## src/ppw_defs.svh

```systemverilog
// Purpose: Constants for the program page window mapper
// Assumes: Included by bare name
// Notes: Offsets are byte addresses on the plain register port
`ifndef PPW_DEFS_SVH
`define PPW_DEFS_SVH
`define PPW_OFS_PAGE 8'h30
`define PPW_OFS_CFG 8'h31
`define PPW_OFS_STAT 8'h32
`define PPW_RST_PAGE_OPEN 6'h00
`define PPW_RST_PAGE_LOCK 6'h3C
`define PPW_WIN_LO 16'h8000
`define PPW_WIN_HI 16'hBFFF
`define PPW_WIN_OFS_W 14
`define PPW_SPLIT_128K 2'h0
`define PPW_SPLIT_256K 2'h1
`define PPW_SPLIT_512K 2'h2
`define PPW_SPLIT_ALL 2'h3
`define PPW_INT_BASE_128K 6'h38
`define PPW_INT_BASE_256K 6'h30
`define PPW_INT_BASE_512K 6'h20
`endif

```

## src/ppw_pkg.sv

```systemverilog
// Purpose: Types for the program page window mapper
// Assumes: Nothing
// Notes: Constants live in ppw_defs.svh
package ppw_pkg;
  typedef logic [5:0] ppw_page_t;
  typedef logic [19:0] ppw_ext_addr_t;
  typedef enum logic [1:0] {PPW_IDLE, PPW_FAR_HOLD} ppw_far_e;
endpackage

```

## src/ppw_route.sv

```systemverilog
// Purpose: Window decode, internal/external split, extended address
// Assumes: Purely combinational
// Notes: Split switches are static at integration
`timescale 1ns/1ns
`include "ppw_defs.svh"
module ppw_route (
  input wire logic [15:0] cpu_addr,
  input wire ppw_pkg::ppw_page_t page,
  input wire logic [1:0] paging_split_switches,
  output logic in_window,
  output logic internal,
  output ppw_pkg::ppw_ext_addr_t ext_addr
);
  function automatic logic page_internal(input logic [5:0] p, input logic [1:0] sw);
    logic r;
    r = 1'b1;
    case (sw)
      `PPW_SPLIT_128K: r = (p >= `PPW_INT_BASE_128K);
      `PPW_SPLIT_256K: r = (p >= `PPW_INT_BASE_256K);
      `PPW_SPLIT_512K: r = (p >= `PPW_INT_BASE_512K);
      default: r = 1'b1;
    endcase
    return r;
  endfunction

  always_comb
  begin
    in_window = (cpu_addr >= `PPW_WIN_LO) && (cpu_addr <= `PPW_WIN_HI);
    internal = page_internal(page, paging_split_switches);
    ext_addr = {page, cpu_addr[`PPW_WIN_OFS_W-1:0]};
  end
endmodule

```

## src/ppw_strap.sv

```systemverilog
// Purpose: Catch the ROM control strap after reset release
// Assumes: Strap stable around reset release
// Notes: Async reset loads a constant; strap taken on first edge after
`timescale 1ns/1ns
module ppw_strap (
  input wire logic clk_sys,
  input wire logic rst,
  input wire logic rom_control_strap,
  input wire logic emul_mode,
  input wire logic expanded_mode,
  output logic rom_enable_bit
);
  logic done_r;
  always_ff @(posedge clk_sys or posedge rst)
  begin
    if (rst)
    begin
      done_r <= 1'b0;
      rom_enable_bit <= 1'b0;
    end
    else if (!done_r)
    begin
      done_r <= 1'b1;
      // Emulation with strap high, or expanded with strap low, maps ROM off-chip
      if (emul_mode)
        rom_enable_bit <= !rom_control_strap;
      else if (expanded_mode)
        rom_enable_bit <= rom_control_strap;
      else
        rom_enable_bit <= 1'b1;
    end
  end
endmodule

```

## src/ppw_top.sv

```systemverilog
// Purpose: Program page window mapper with page index register
// Assumes: Single clock, plain register port, CPU far path synchronous
// Notes: Far path wins over a bus write in the same cycle
// Summary of operation
// - Paged space extends 64K CPU space up to 1M bytes.
// - Accesses in 0x8000..0xBFFF go to the selected 16K page.
// - Six index bits choose one of 64 pages.
// - Bus write to page index takes effect one cycle later.
// - Far call and return reach page index via dedicated path.
// - Dedicated path update completes before instruction ends.
// - Reset 0x00 writable always, or 0x3C writable in special modes.
// - Two-bit switch sets on-chip share: 128K, 256K, 512K, all.
// - Internal when page in upper range for switch; otherwise external.
// - Strap captured into ROM enable at reset release: inverted in emulation, as is in expanded mode; else set to 1.
// - Strap high in emulation or low in expanded clears ROM enable.
`timescale 1ns/1ns
`include "ppw_defs.svh"
module ppw_top #(
  parameter bit LOCKED_INDEX = 1'b0
) (
  input wire logic clk_sys,
  input wire logic rst,
  input wire logic [7:0] reg_addr,
  input wire logic [7:0] reg_wdata,
  input wire logic reg_wr,
  input wire logic reg_rd,
  output logic [7:0] reg_rdata,
  input wire logic special_mode,
  input wire logic emul_mode,
  input wire logic expanded_mode,
  input wire logic rom_control_strap,
  input wire logic [1:0] paging_split_switches,
  input wire logic far_wr,
  input wire logic [5:0] far_wdata,
  output logic [5:0] far_rdata,
  input wire logic [15:0] cpu_addr,
  input wire logic cpu_valid,
  output logic win_hit,
  output logic win_internal,
  output logic win_external,
  output logic [19:0] win_ext_addr,
  output logic rom_enable_bit
);
  ppw_pkg::ppw_page_t program_page_index_r;
  ppw_pkg::ppw_page_t page_nxt;
  logic bus_wr_ok;
  logic in_window;
  logic internal;
  ppw_pkg::ppw_ext_addr_t ext_addr;
  logic [1:0] far_count_r;

  // Locked variant permits bus writes only in special modes
  assign bus_wr_ok = reg_wr && (reg_addr == `PPW_OFS_PAGE) &&
                     (!LOCKED_INDEX || special_mode);

  always_comb
  begin
    page_nxt = program_page_index_r;
    if (far_wr)
      page_nxt = far_wdata;
    else if (bus_wr_ok)
      page_nxt = reg_wdata[5:0];
  end

  always_ff @(posedge clk_sys or posedge rst)
  begin
    if (rst)
      program_page_index_r <= LOCKED_INDEX ? `PPW_RST_PAGE_LOCK : `PPW_RST_PAGE_OPEN;
    else
      program_page_index_r <= page_nxt;
  end

  // Dedicated path never touches the register port
  assign far_rdata = program_page_index_r;

  always_ff @(posedge clk_sys or posedge rst)
  begin
    if (rst)
      far_count_r <= 2'h0;
    else if (far_wr && far_count_r != 2'h3)
      far_count_r <= far_count_r + 2'h1;
  end

  ppw_route u_route (
    .cpu_addr(cpu_addr),
    .page(program_page_index_r),
    .paging_split_switches(paging_split_switches),
    .in_window(in_window),
    .internal(internal),
    .ext_addr(ext_addr)
  );

  ppw_strap u_strap (
    .clk_sys(clk_sys),
    .rst(rst),
    .rom_control_strap(rom_control_strap),
    .emul_mode(emul_mode),
    .expanded_mode(expanded_mode),
    .rom_enable_bit(rom_enable_bit)
  );

  // Registered window outputs: one cycle after the CPU address
  always_ff @(posedge clk_sys or posedge rst)
  begin
    if (rst)
    begin
      win_hit <= 1'b0;
      win_internal <= 1'b0;
      win_external <= 1'b0;
      win_ext_addr <= 20'h00000;
    end
    else
    begin
      win_hit <= cpu_valid && in_window;
      win_internal <= cpu_valid && in_window && internal;
      win_external <= cpu_valid && in_window && !internal;
      win_ext_addr <= ext_addr;
    end
  end

  // Register read port; unmapped reads return zero
  always_ff @(posedge clk_sys or posedge rst)
  begin
    if (rst)
      reg_rdata <= 8'h00;
    else if (reg_rd)
    begin
      if (reg_addr == `PPW_OFS_PAGE)
        reg_rdata <= {2'h0, program_page_index_r};
      else if (reg_addr == `PPW_OFS_CFG)
        reg_rdata <= {5'h00, LOCKED_INDEX, paging_split_switches};
      else if (reg_addr == `PPW_OFS_STAT)
        reg_rdata <= {7'h00, rom_enable_bit};
      else
        reg_rdata <= 8'h00;
    end
    else
      reg_rdata <= 8'h00;
  end

  a_bus_write_lands: assert property (@(posedge clk_sys) disable iff (rst)
    bus_wr_ok && !far_wr |=> program_page_index_r == $past(reg_wdata[5:0]))
    else $error("page index bus write not applied");
  a_far_write_lands: assert property (@(posedge clk_sys) disable iff (rst)
    far_wr |=> far_rdata == $past(far_wdata))
    else $error("far path write not applied");
  a_locked_no_write: assert property (@(posedge clk_sys) disable iff (rst)
    (LOCKED_INDEX && !special_mode && reg_wr && !far_wr) |=> $stable(program_page_index_r))
    else $error("locked page index changed");
  a_window_addr_form: assert property (@(posedge clk_sys) disable iff (rst)
    cpu_valid && in_window |=> win_ext_addr == {$past(program_page_index_r), $past(cpu_addr[13:0])})
    else $error("extended address wrong");
  a_window_range: assert property (@(posedge clk_sys) disable iff (rst)
    win_hit |-> $past(cpu_addr[15:14]) == 2'h2)
    else $error("window hit outside range");
  a_split_all_int: assert property (@(posedge clk_sys) disable iff (rst)
    win_hit && $past(paging_split_switches) == 2'h3 |-> win_internal)
    else $error("full on-chip split went external");
  a_split_128k: assert property (@(posedge clk_sys) disable iff (rst)
    win_hit && $past(paging_split_switches) == 2'h0 |->
    win_internal == ($past(program_page_index_r) >= 6'h38))
    else $error("128K split decode wrong");
  a_read_page_data: assert property (@(posedge clk_sys) disable iff (rst)
    reg_rd && reg_addr == `PPW_OFS_PAGE && !far_wr && !reg_wr |=>
    reg_rdata == {2'h0, program_page_index_r})
    else $error("page index readback wrong");
  a_int_ext_excl: assert property (@(posedge clk_sys) disable iff (rst)
    !(win_internal && win_external))
    else $error("internal and external together");
  c_far_write: cover property (@(posedge clk_sys) disable iff (rst) far_wr);
  c_bus_write: cover property (@(posedge clk_sys) disable iff (rst) bus_wr_ok);
  c_ext_access: cover property (@(posedge clk_sys) disable iff (rst) win_external);
  c_far_twice: cover property (@(posedge clk_sys) disable iff (rst) far_count_r == 2'h2);
endmodule

```

## config.mk

```make
export PLATFORM = sky130hd
export DESIGN_NAME = ppw_top
export DESIGN_NICKNAME = d
export VERILOG_FILES = /design/src/ppw_pkg.sv /design/src/ppw_route.sv /design/src/ppw_strap.sv /design/src/ppw_top.sv
export VERILOG_INCLUDE_DIRS = /design/src
export SDC_FILE = /design/constraint.sdc
export NUM_CORES = 1
export LEC_CHECK = 0
export BUFFER_PORTS_ARGS = -buffer_cell sky130_fd_sc_hd__buf_2
export CORE_MARGIN = 3
export CORE_UTILIZATION = 40
export CTS_CLUSTER_DIAMETER = 120
export CTS_CLUSTER_SIZE = 14
export DETAILED_ROUTE_END_ITERATION = 8
export MAX_ROUTING_LAYER = met4
export PLACE_DENSITY_LB_ADDON = 0.25
export SLEW_MARGIN = 40
export SYNTH_ARGS = -nofsm -noshare
export SYNTH_HDL_FRONTEND = slang
export SYNTH_SLANG_ARGS = --single-unit
```

## constraint.sdc

```tcl
create_clock -name clk_sys -period 2.5 [get_ports clk_sys]
set_input_delay 0.5 -clock clk_sys [delete_from_list [all_inputs] [get_ports clk_sys]]
set_output_delay 0.5 -clock clk_sys [all_outputs]
set_load 0.03 [all_outputs]
```

Word-level counts from Yosys, hierarchy flattened
Cells that the tools add are included.
W data, S select, Z words.

word-level totals
  bits in registers = 39

cells by class
  magnitude comparators = 5
  reduce and logical (&&, ||, !) cells = 9
  eq/ne operators = 5
  mux-type cells = 9

operators with widths
  operator                number
  $eq A8 B6 Y1 const B    3
  $ge A6 B6 Y1 const B    3
  $mux W6                 3
  $ge A16 B16 Y1 const B  1
  $le A16 B16 Y1 const B  1
  $mux W8                 1
  $logic_and A1 B1 Y1     5
  $mux W1                 3
  $pmux W1 S3             1
  $eq A2 B1 Y1 const B    1
  $eq A2 B2 Y1 const B    1
  $logic_not A1 Y1        2
  $logic_not A2 Y1        1
  $mux W2                 1
  $reduce_bool A2 Y1      1

Logic depth before layout (Yosys ltp)
Gate-level depths: netlist (run 1).

  depth in word-level cells = 5
  gate-level depth with buffers = 4
  mapped depth without buffers = 3

By module
From an unflattened synthesis (run 1), not the netlist that was laid out.

unflattened totals
  cell total of the unflattened synthesis = 116
  area total of the unflattened synthesis = 1481.4 um^2

by module, submodules not included
  module     instances  area each (um^2)  cells each
  ppw_top    1          1226.2            84
  ppw_route  1          175.2             25
  ppw_strap  1          80.1              7

Worst setup path before layout (run 1)
OpenSTA, ideal clock, no wires.

  kind = input -> register
  start = input port reg_addr[1]
  end = register program_page_index_r[0] (netlist: far_rdata[0])
  slack = 1.085 ns
  cell stages on the path = 4
  data required time = 2.359 ns
  setup time = 0.141 ns
  arrival = 1.274 ns
  buffers on the path = 1
  path through = or3b_1 > clkbuf_2 > o31ai_1 > a31oi_1

between the ends
  cells in the longest elaborated chain, start to end = 3

RTL lines
  what                          line           source
  start, declared               ppw_top.sv:23  input wire logic [7:0] reg_addr,
  $eq A8 B6 Y1 (no line)        n/a
  $logic_and A1 B1 Y1           ppw_top.sv:53  assign bus_wr_ok = reg_wr && (reg_addr == `PPW_OFS_PAGE) &&
  $reduce_bool A2 Y1 (no line)  n/a
  end signal, assigned          ppw_top.sv:68  program_page_index_r <= LOCKED_INDEX ? `PPW_RST_PAGE_LOCK : `PPW_RST_PAGE_OPEN;
  end signal, assigned          ppw_top.sv:70  program_page_index_r <= page_nxt;
  end, declared                 ppw_top.sv:44  ppw_pkg::ppw_page_t program_page_index_r;

No other way between the ends.
A chain may end at the register's enable or synchronous reset.

Worst setup path after layout (run 1)
  start = register program_page_index_r[5] (netlist: far_rdata[5])
  end = output port far_rdata[5]

RTL lines
  what           line           source
  end, declared  ppw_top.sv:35  output logic [5:0] far_rdata,

No word-level cell between the ends.

==> results of run 1 <==
[worst min path at each step]
stage                              start  slack (ps)  depth (start not counted)                endpoint
after floorplan           u_strap.done_r         460                          1  u_strap.rom_enable_bit
after CTS                    cpu_addr[5]         250                          1         win_ext_addr[5]
after global placement      far_rdata[0]         420                          0        win_ext_addr[14]
after global routing         cpu_addr[9]         230                          1         win_ext_addr[9]
after detailed placement    far_rdata[1]         430                          0        win_ext_addr[15]
final                                rst         250                          3         win_ext_addr[8]
[worst register-to-register path, stage by stage, from the launching register on]
cell,delay (ps)
dfrtp_1,450
o21a_1,150
nor2_1,50
nor4_1,240
[kinds of logic (layout without fill, tap and decap cells)]
kind of cell           count (synthesis)  after routing
flip-flops                            37             37
AND/OR/NAND/NOR                       33             33
other                                  2              3
AO/OA/AOI/OAI                         18             18
multiplexers                           2              2
buffers and inverters                  9             93
[synth_stat cells (2+ instances only)]
cell | instances | area (um^2)
buf_4 | 2 | 15.0
a31oi_1 | 6 | 37.5
mux2i_1 | 2 | 20.0
o31ai_1 | 6 | 45.0
and4_1 | 4 | 35.0
dfrtp_1 | 37 | 926
nand4_1 | 6 | 37.5
inv_1 | 2 | 7.51
clkbuf_1 | 4 | 15.0
nor3b_1 | 2 | 15.0
o21a_1 | 3 | 22.5
nor2_1 | 12 | 45.0
conb_1 | 2 | 7.51
[cell type report]
cell class | instances | area share (%)
sequential | 37 | 50.5
timing repair buffer | 83 | 22.8
multi-input combinational | 56 | 19.4
clock buffer | 7 | 3.55
tap | 44 | 3.01
inverter | 2 | 0.410
clock inverter | 1 | 0.273
[registers in the layout, indices dropped and copies added, names as in the netlist]
register                flops
far_rdata                   6
win_hit                     1
win_ext_addr               20
win_external                1
win_internal                1
reg_rdata                   6
u_strap.rom_enable_bit      1
u_strap.done_r              1
[through the flow]
stage | total power, mW | cells | setup WS, ps | area, um^2
finish | 1.19 | 230 | 987 | 1830
floorplan | 0.778 | 102 | 1080 | 1320
global route | 1.25 | 230 | 919 | 1830
CTS | 1.21 | 230 | 960 | 1830
global placement | 0.856 | 222 | 885 | 1760
detailed placement | 0.860 | 222 | 849 | 1760
[routing by layer]
layer  up-vias  wire length (um)
li1        529                 -
met1       483              1190
met2        70              1280
met3         6               317
met4         0                39
met5         -                 0
[power by group through the flow]
stage	combinational, mW	clock (mW)	sequential, mW
final	0.199	0.344	0.648
after global placement	0.197	0	0.660
after floorplan	0.0513	0	0.727
after detailed placement	0.200	0	0.661
after CTS	0.201	0.356	0.649
after global routing	0.214	0.387	0.654
==> impl_metrics.toml, run 1 <==
[run_status]
status = "completed"

[worst_setup_path]
critPathCapture = "far_rdata[5]"
start_kind = "flop"
reg2reg_to = "win_internal"
cp_data_arrival_time_ps = 1010
required_ps = 2000
r2r_setup_slack_ps = 1520
crit_slowest_cell = "dfrtp_1"
cp_cell_sequence = "buf_2"
critPathTopFamily = "flip-flops"
crit_type = "flop to primary output"
worstSetupPathDepth = 1
ff2ff_path_depth = 3
critPathMaxStageDelay_ps = 450
critPathCaptureType = "primary output"
cp_num_buf_inv = 1
r2r-start = "far_rdata[5]"
path_max_fanout = 6
cp-startpoint = "far_rdata[5]"

[power]
sw_frac_of_total_pct = 27.7
power_frac_seq_pct = 54.4
internal_power_mw = 0.861
power_leakage_nw = 0.943
p_comb_share_pct = 16.7
p_switching_mw = 0.330
p_clk_share_pct = 28.9
vdd_ir_drop_max_mv = 0.192
power_density_nw_per_um2 = 650

[final_layout]
area_growth_pct = 38.8
final_common_cell = "buf_2"
diodes = 0
final_cell_mix = "buf_2 (82), dfrtp_1 (37), nor2_1 (12)"
fillers = 294
post-route-util_pct = 59.0
multi_input_area_um2 = 355
drive_gt1_share_pct = 50.0
finalNetCount = 235
layout.area.seq_um2 = 926

[clocking]
cts_resized = 0
cts_sinks = 37
postCtsSetupBuffers = 0
cts-buffers-inserted = 5
cts.htree.levels = 2
clock_path_buffers = 2
clk_latency_ps = 330
clock_tree.root_cell = "clkbuf_4"
hold_buffers = 0
cts_tree = "built"
cts.clk_slew.worst_paths_ps = 110

[yosys]
synth_top_family_by_area = "simple AND/OR/NAND/NOR gates"
ys_ff_latch = 37
yosysWarnings = 0
synthesis.area_um2 = 1320
async_flop_share_pct = 100
syn_avg_cell_area_um2 = 13.1
synth_xor_area_share_pct = 0
synth-edff-count = 0
yosys.area_share.simple_pct = 15.1
synthAdderAreaFrac_pct = 0
synth_cell_types = 26
synth_cells = 101
synth-compound-area-share_pct = 9.48
ys.flop_type = "dfrtp_1"
synth.mux.area_fraction_pct = 1.52
synth_seq_area_share_pct = 70.1

[floorplanning]
initial_utilization_pct = 42.5
core-area_um2 = 3100
placementRows = 20
die_w_um = 63.4
dieArea_um2 = 4030
ios = 88
die_h_um = 63.4

[drt]
dr.pass1.iters = 4
drt-total-wl_mm = 2.83
viasPerCell = 4.73
drtIter0Drc = 30
drc_errors = 0
ant_nets = 0
wl_per_cell_um = 12.3
vias = 1088

[grt]
top_usage_layer = "met2"
grt_pass1_wl_mm = 4.83
grtUsageMet3_pct = 6.60
grt_max_degree = 38
grt_usage_pct = 15.8
grt_overflow_total = 0
grt_use_met1_pct = 17.7
antenna_found_initial = 0
grt_pass1_vias = 1079
grt.met2_usage_pct = 25.3

[sta]
fin_skew_ps = 8.17
period_needed_ps = 1510
finalSetupTns_ps = 0
finalCritPeriodShare_pct = 60.5
max_freq_mhz = 661
hold_violations = 0
slew_violations = 0
rsz0062_at_grt = "false"
final-setup-viol-count = 0
slew_headroom_pct = 55.2
whs_ps = 252
worst-slew-pin-transition_ps = 671

[placed_design]
hpwl_mm = 2.25
io_buffers = 82
gp_congestion = 0.777

[min_path]
hold_path_class = "input port to asynchronous set/reset pin"

[flow_run]
timing.max_cap.violations = 0
(Power assumes the default switching activity.)
==> run 2: changes to the inputs <==
==> constraint.sdc (replaced) <==
create_clock -name clk_sys -period 1.45 [get_ports clk_sys]
set_input_delay 0.29 -clock clk_sys [delete_from_list [all_inputs] [get_ports clk_sys]]
set_output_delay 0.29 -clock clk_sys [all_outputs]
set_load 0.03 [all_outputs]
==> impl_metrics.toml, run 2 (synthesis gave the netlist of run 1 again) <==
[grt]
grt_pass1_vias = 1072
grt_usage_pct = 16.2
grt_pass1_wl_mm = 4.86
grt_overflow_total = 0
antenna_found_initial = 0
grt_max_degree = 38

[final_layout]
diodes = 0
post-route-util_pct = 59.8
drive_gt1_share_pct = 50.8
fillers = 286
fin_cells = 233
final_common_cell = "buf_2"
finalNetCount = 238
top_register = "win_ext_addr"
area_growth_pct = 40.5
largest_reg_flops = 20
final_cell_mix = "buf_2 (82), dfrtp_1 (37), nor2_1 (12)"

[clocking]
cts_tree = "built"
clock_path_buffers = 2
cts_resized = 0
postCtsSetupBuffers = 0
clk_latency_ps = 330
clock_tree.root_cell = "clkbuf_4"
cts_sinks = 37
cts-buffers-inserted = 5
cts.htree.levels = 2
cts.clk_slew.worst_paths_ps = 100
hold_buffers = 0

[sta]
rsz0062_at_grt = "false"
fin_skew_ps = 5.00
max_freq_mhz = 774
period_needed_ps = 1290
whs_ps = 42.2
slew_violations = 0
hold_violations = 0
finalSetupTns_ps = 0
final-setup-viol-count = 0
finalCritPeriodShare_pct = 89.1

[drt]
drtIter0Drc = 18
wl_met3_um = 306
vias = 1108
drt-total-wl_mm = 2.94
drt-met1-wl_mm = 1.20
wl_per_cell_um = 12.6
viasPerCell = 4.76
dr.max_layer_used = "met4"
drc_errors = 0
dr_wl_met2_mm = 1.36
dr.pass1.iters = 2
ant_nets = 0

[power]
vdd_ir_drop_max_mv = 0.330
power_density_nw_per_um2 = 1110
power_leakage_nw = 0.958

[worst_setup_path]
critPathMaxStageDelay_ps = 440
r2r_setup_slack_ps = 500
cp_num_buf_inv = 1
cp_data_arrival_time_ps = 1000
path_max_fanout = 6
start_kind = "flop"
cp_cell_sequence = "buf_2"
worstSetupPathDepth = 1
critPathCaptureType = "primary output"
crit_type = "flop to primary output"
required_ps = 1160
crit_slowest_cell = "dfrtp_1"
critPathTopFamily = "flip-flops"
ff2ff_path_depth = 3

[floorplanning]
die_w_um = 63.4
placementRows = 20
core-area_um2 = 3100
dieArea_um2 = 4030
ios = 88
initial_utilization_pct = 42.5
die_h_um = 63.4

[placed_design]
io_buffers = 82
dp.cells = 225
gp_congestion = 0.790
hpwl_mm = 2.36

[flow_run]
timing.max_cap.violations = 0

[run_status]
status = "completed"

[min_path]
hold_path_class = "input port to asynchronous set/reset pin"
[run 2: cell count changes in the layout (fill, tap and decap cells not counted)]
| cell | delta |
|---|---|
| buf_4 | +3 |
[run 2: through the flow]
stage                     instance area [um^2]  power (mW)  setup slack, ps
after floorplan                           1320        1.34              245
after global placement                    1780        1.48             99.2
after detailed placement                  1780        1.49             53.5
after CTS                                 1850        2.08              131
after global routing                      1850        2.17             68.7
final                                     1850        2.05              158
[run 2: routing by layer]
metal	track usage, %	vias up
li1	-	535
met1	18.1	502
met2	25.2	64
met3	6.24	7
met4	8.63	0
met5	-	-
[run 2: worst paths after layout]
kind / start / end
min in group clk_sys: cpu_addr[3] / win_ext_addr[3]
hold / removal: rst / reg_rdata[1]
setup / recovery: far_rdata[5] / far_rdata[5]
setup reg to reg: far_rdata[5] / win_internal
max in group asynchronous: rst / u_strap.rom_enable_bit
hold reg to reg: far_rdata[0] / win_ext_addr[14]
[run 2: area by class of cell]
cell class	instances	area, um^2	share of cell area (%)
clock buffer	7	65.1	3.51
clock inverter	1	5.00	0.270
inverter	2	7.51	0.405
multi-input combinational	56	355	19.2
sequential	37	926	49.9
tap	44	55.1	2.97
timing repair buffer	86	440	23.8
[run 2: report_power, final]
group	internal [mW]	switching (mW)	total, mW
logic	0.121	0.228	0.349
registers	1.09	0.0297	1.12
clock network	0.281	0.308	0.588
total	1.49	0.566	2.05
[run 2: worst min-delay path, cell delays in order]
cell and delay [ps]:
buf_2 100, inv_1 40, buf_4 380
==> run 3: changes to the inputs <==
--- a/config.mk
+++ b/config.mk
@@ -14,6 +14,7 @@
 export DETAILED_ROUTE_END_ITERATION = 8
 export MAX_ROUTING_LAYER = met4
 export PLACE_DENSITY_LB_ADDON = 0.25
+export RECOVER_POWER = 100
 export SLEW_MARGIN = 40
 export SYNTH_ARGS = -nofsm -noshare
 export SYNTH_HDL_FRONTEND = slang
==> impl_metrics.toml, run 3 (synthesis gave the netlist of run 1 again) <==
[power]
power_density_nw_per_um2 = 1130
p_clk_share_pct = 28.8
sw_frac_of_total_pct = 27.8
vdd_ir_drop_max_mv = 0.340
internal_power_mw = 1.48
power_leakage_nw = 0.865
p_comb_share_pct = 16.4
p_switching_mw = 0.569
power_frac_seq_pct = 54.8

[final_layout]
design_area_um2 = 1810
final_common_cell = "buf_2"
largest_reg_flops = 20
post-route-util_pct = 58.4
drive_gt1_share_pct = 33.9
top_register = "win_ext_addr"
area_growth_pct = 37.3
diodes = 0
finalNetCount = 238
final_cell_mix = "buf_2 (45), dfrtp_1 (37), clkbuf_1 (31)"

[clocking]
cts_sinks = 37
cts_resized = 0
clk_latency_ps = 330
cts-buffers-inserted = 5
cts_tree = "built"
clock_tree.root_cell = "clkbuf_4"
postCtsSetupBuffers = 0
cts.htree.levels = 2
hold_buffers = 0
cts.clk_slew.worst_paths_ps = 90
clock_path_buffers = 2

[worst_setup_path]
critPathMaxStageDelay_ps = 390
cp_data_arrival_time_ps = 1030
path_max_fanout = 3
crit_slowest_cell = "dfrtp_1"
crit_type = "flop to primary output"
cp_cell_sequence = "clkbuf_1"
critPathTopFamily = "flip-flops"
required_ps = 1160
cp_num_buf_inv = 1
start_kind = "flop"
critPathCaptureType = "primary output"

[grt]
grt_usage_pct = 16.2
grt_max_degree = 38
grt_use_met1_pct = 18.1
grtUsageMet3_pct = 6.24
grt_pass1_vias = 1072
antenna_found_initial = 0
top_usage_layer = "met2"
grt.met2_usage_pct = 25.2
grt_overflow_total = 0
grt_pass1_wl_mm = 4.86

[sta]
slew_violations = 0
max_freq_mhz = 756
slew_headroom_pct = 43.3
hold_violations = 0
period_needed_ps = 1320
whs_ps = 59.8
rsz0062_at_grt = "false"
finalSetupTns_ps = 0
worst-slew-pin-transition_ps = 850
finalCritPeriodShare_pct = 91.3
final-setup-viol-count = 0
fin_skew_ps = 4.96

[drt]
drc_errors = 0
drtIter0Drc = 35
viasPerCell = 4.74
ant_nets = 0
vias = 1104
drt-total-wl_mm = 2.98
wl_per_cell_um = 12.8
dr.pass1.iters = 2

[min_path]
hold_path_class = "input port to flop"

[floorplanning]
placementRows = 20
ios = 88
core-area_um2 = 3100
die_h_um = 63.4
die_w_um = 63.4
initial_utilization_pct = 42.5
dieArea_um2 = 4030

[run_status]
status = "completed"

[placed_design]
hpwl_mm = 2.36
place_area_um2 = 1780
io_buffers = 82
gp_congestion = 0.790

[flow_run]
timing.max_cap.violations = 0
-- run 3: power groups by stage --
stage | logic [mW] | registers (mW) | clock network, mW
3_5_place_dp | 0.352 | 1.14 | 0
5_1_grt | 0.362 | 1.13 | 0.664
3_3_place_gp | 0.344 | 1.14 | 0
4_1_cts | 0.353 | 1.12 | 0.612
6_report | 0.335 | 1.12 | 0.589
2_1_floorplan | 0.0885 | 1.25 | 0
-- run 3: path summary, 6_finish.rpt --
| path | startpoint | to | slack, ps | cells past startpoint |
|---|---|---|---|---|
| setup / recovery | u_strap.rom_enable_bit | rom_enable_bit | 130 | 1 |
| hold / removal | cpu_addr[3] | win_ext_addr[3] | 60 | 1 |
| setup reg to reg | far_rdata[5] | win_internal | 500 | 3 |
| hold reg to reg | far_rdata[0] | win_ext_addr[14] | 440 | 0 |
| max in group asynchronous | rst | u_strap.rom_enable_bit | 730 | 3 |
| min in group asynchronous | rst | reg_rdata[1] | 200 | 3 |
-- run 3: metal layers --
layer | wire length [um] | vias up
met4 | 68 | 0
met1 | 1250 | 499
met2 | 1360 | 64
met5 | 0 | -
li1 | - | 534
met3 | 300 | 7
-- run 3: area by class of cell --
cell class,count,area (um^2)
inverters,2,7.51
clock buffers,7,65.1
flip-flops and latches,37,926
repair buffers,86,399
multi-input cells,56,355
fillers,307,1290
well taps,44,55.1
clock inverters,1,5.00
-- run 3: metrics by stage --
| stage | cells | total power [mW] | setup WS [ps] |
|---|---|---|---|
| after floorplan | 102 | 1.34 | 245 |
| after detailed placement | 225 | 1.49 | 53.5 |
| after global routing | 233 | 2.16 | 56.5 |
| final | 233 | 2.04 | 127 |
| after global placement | 225 | 1.48 | 99.2 |
| after CTS | 233 | 2.08 | 131 |
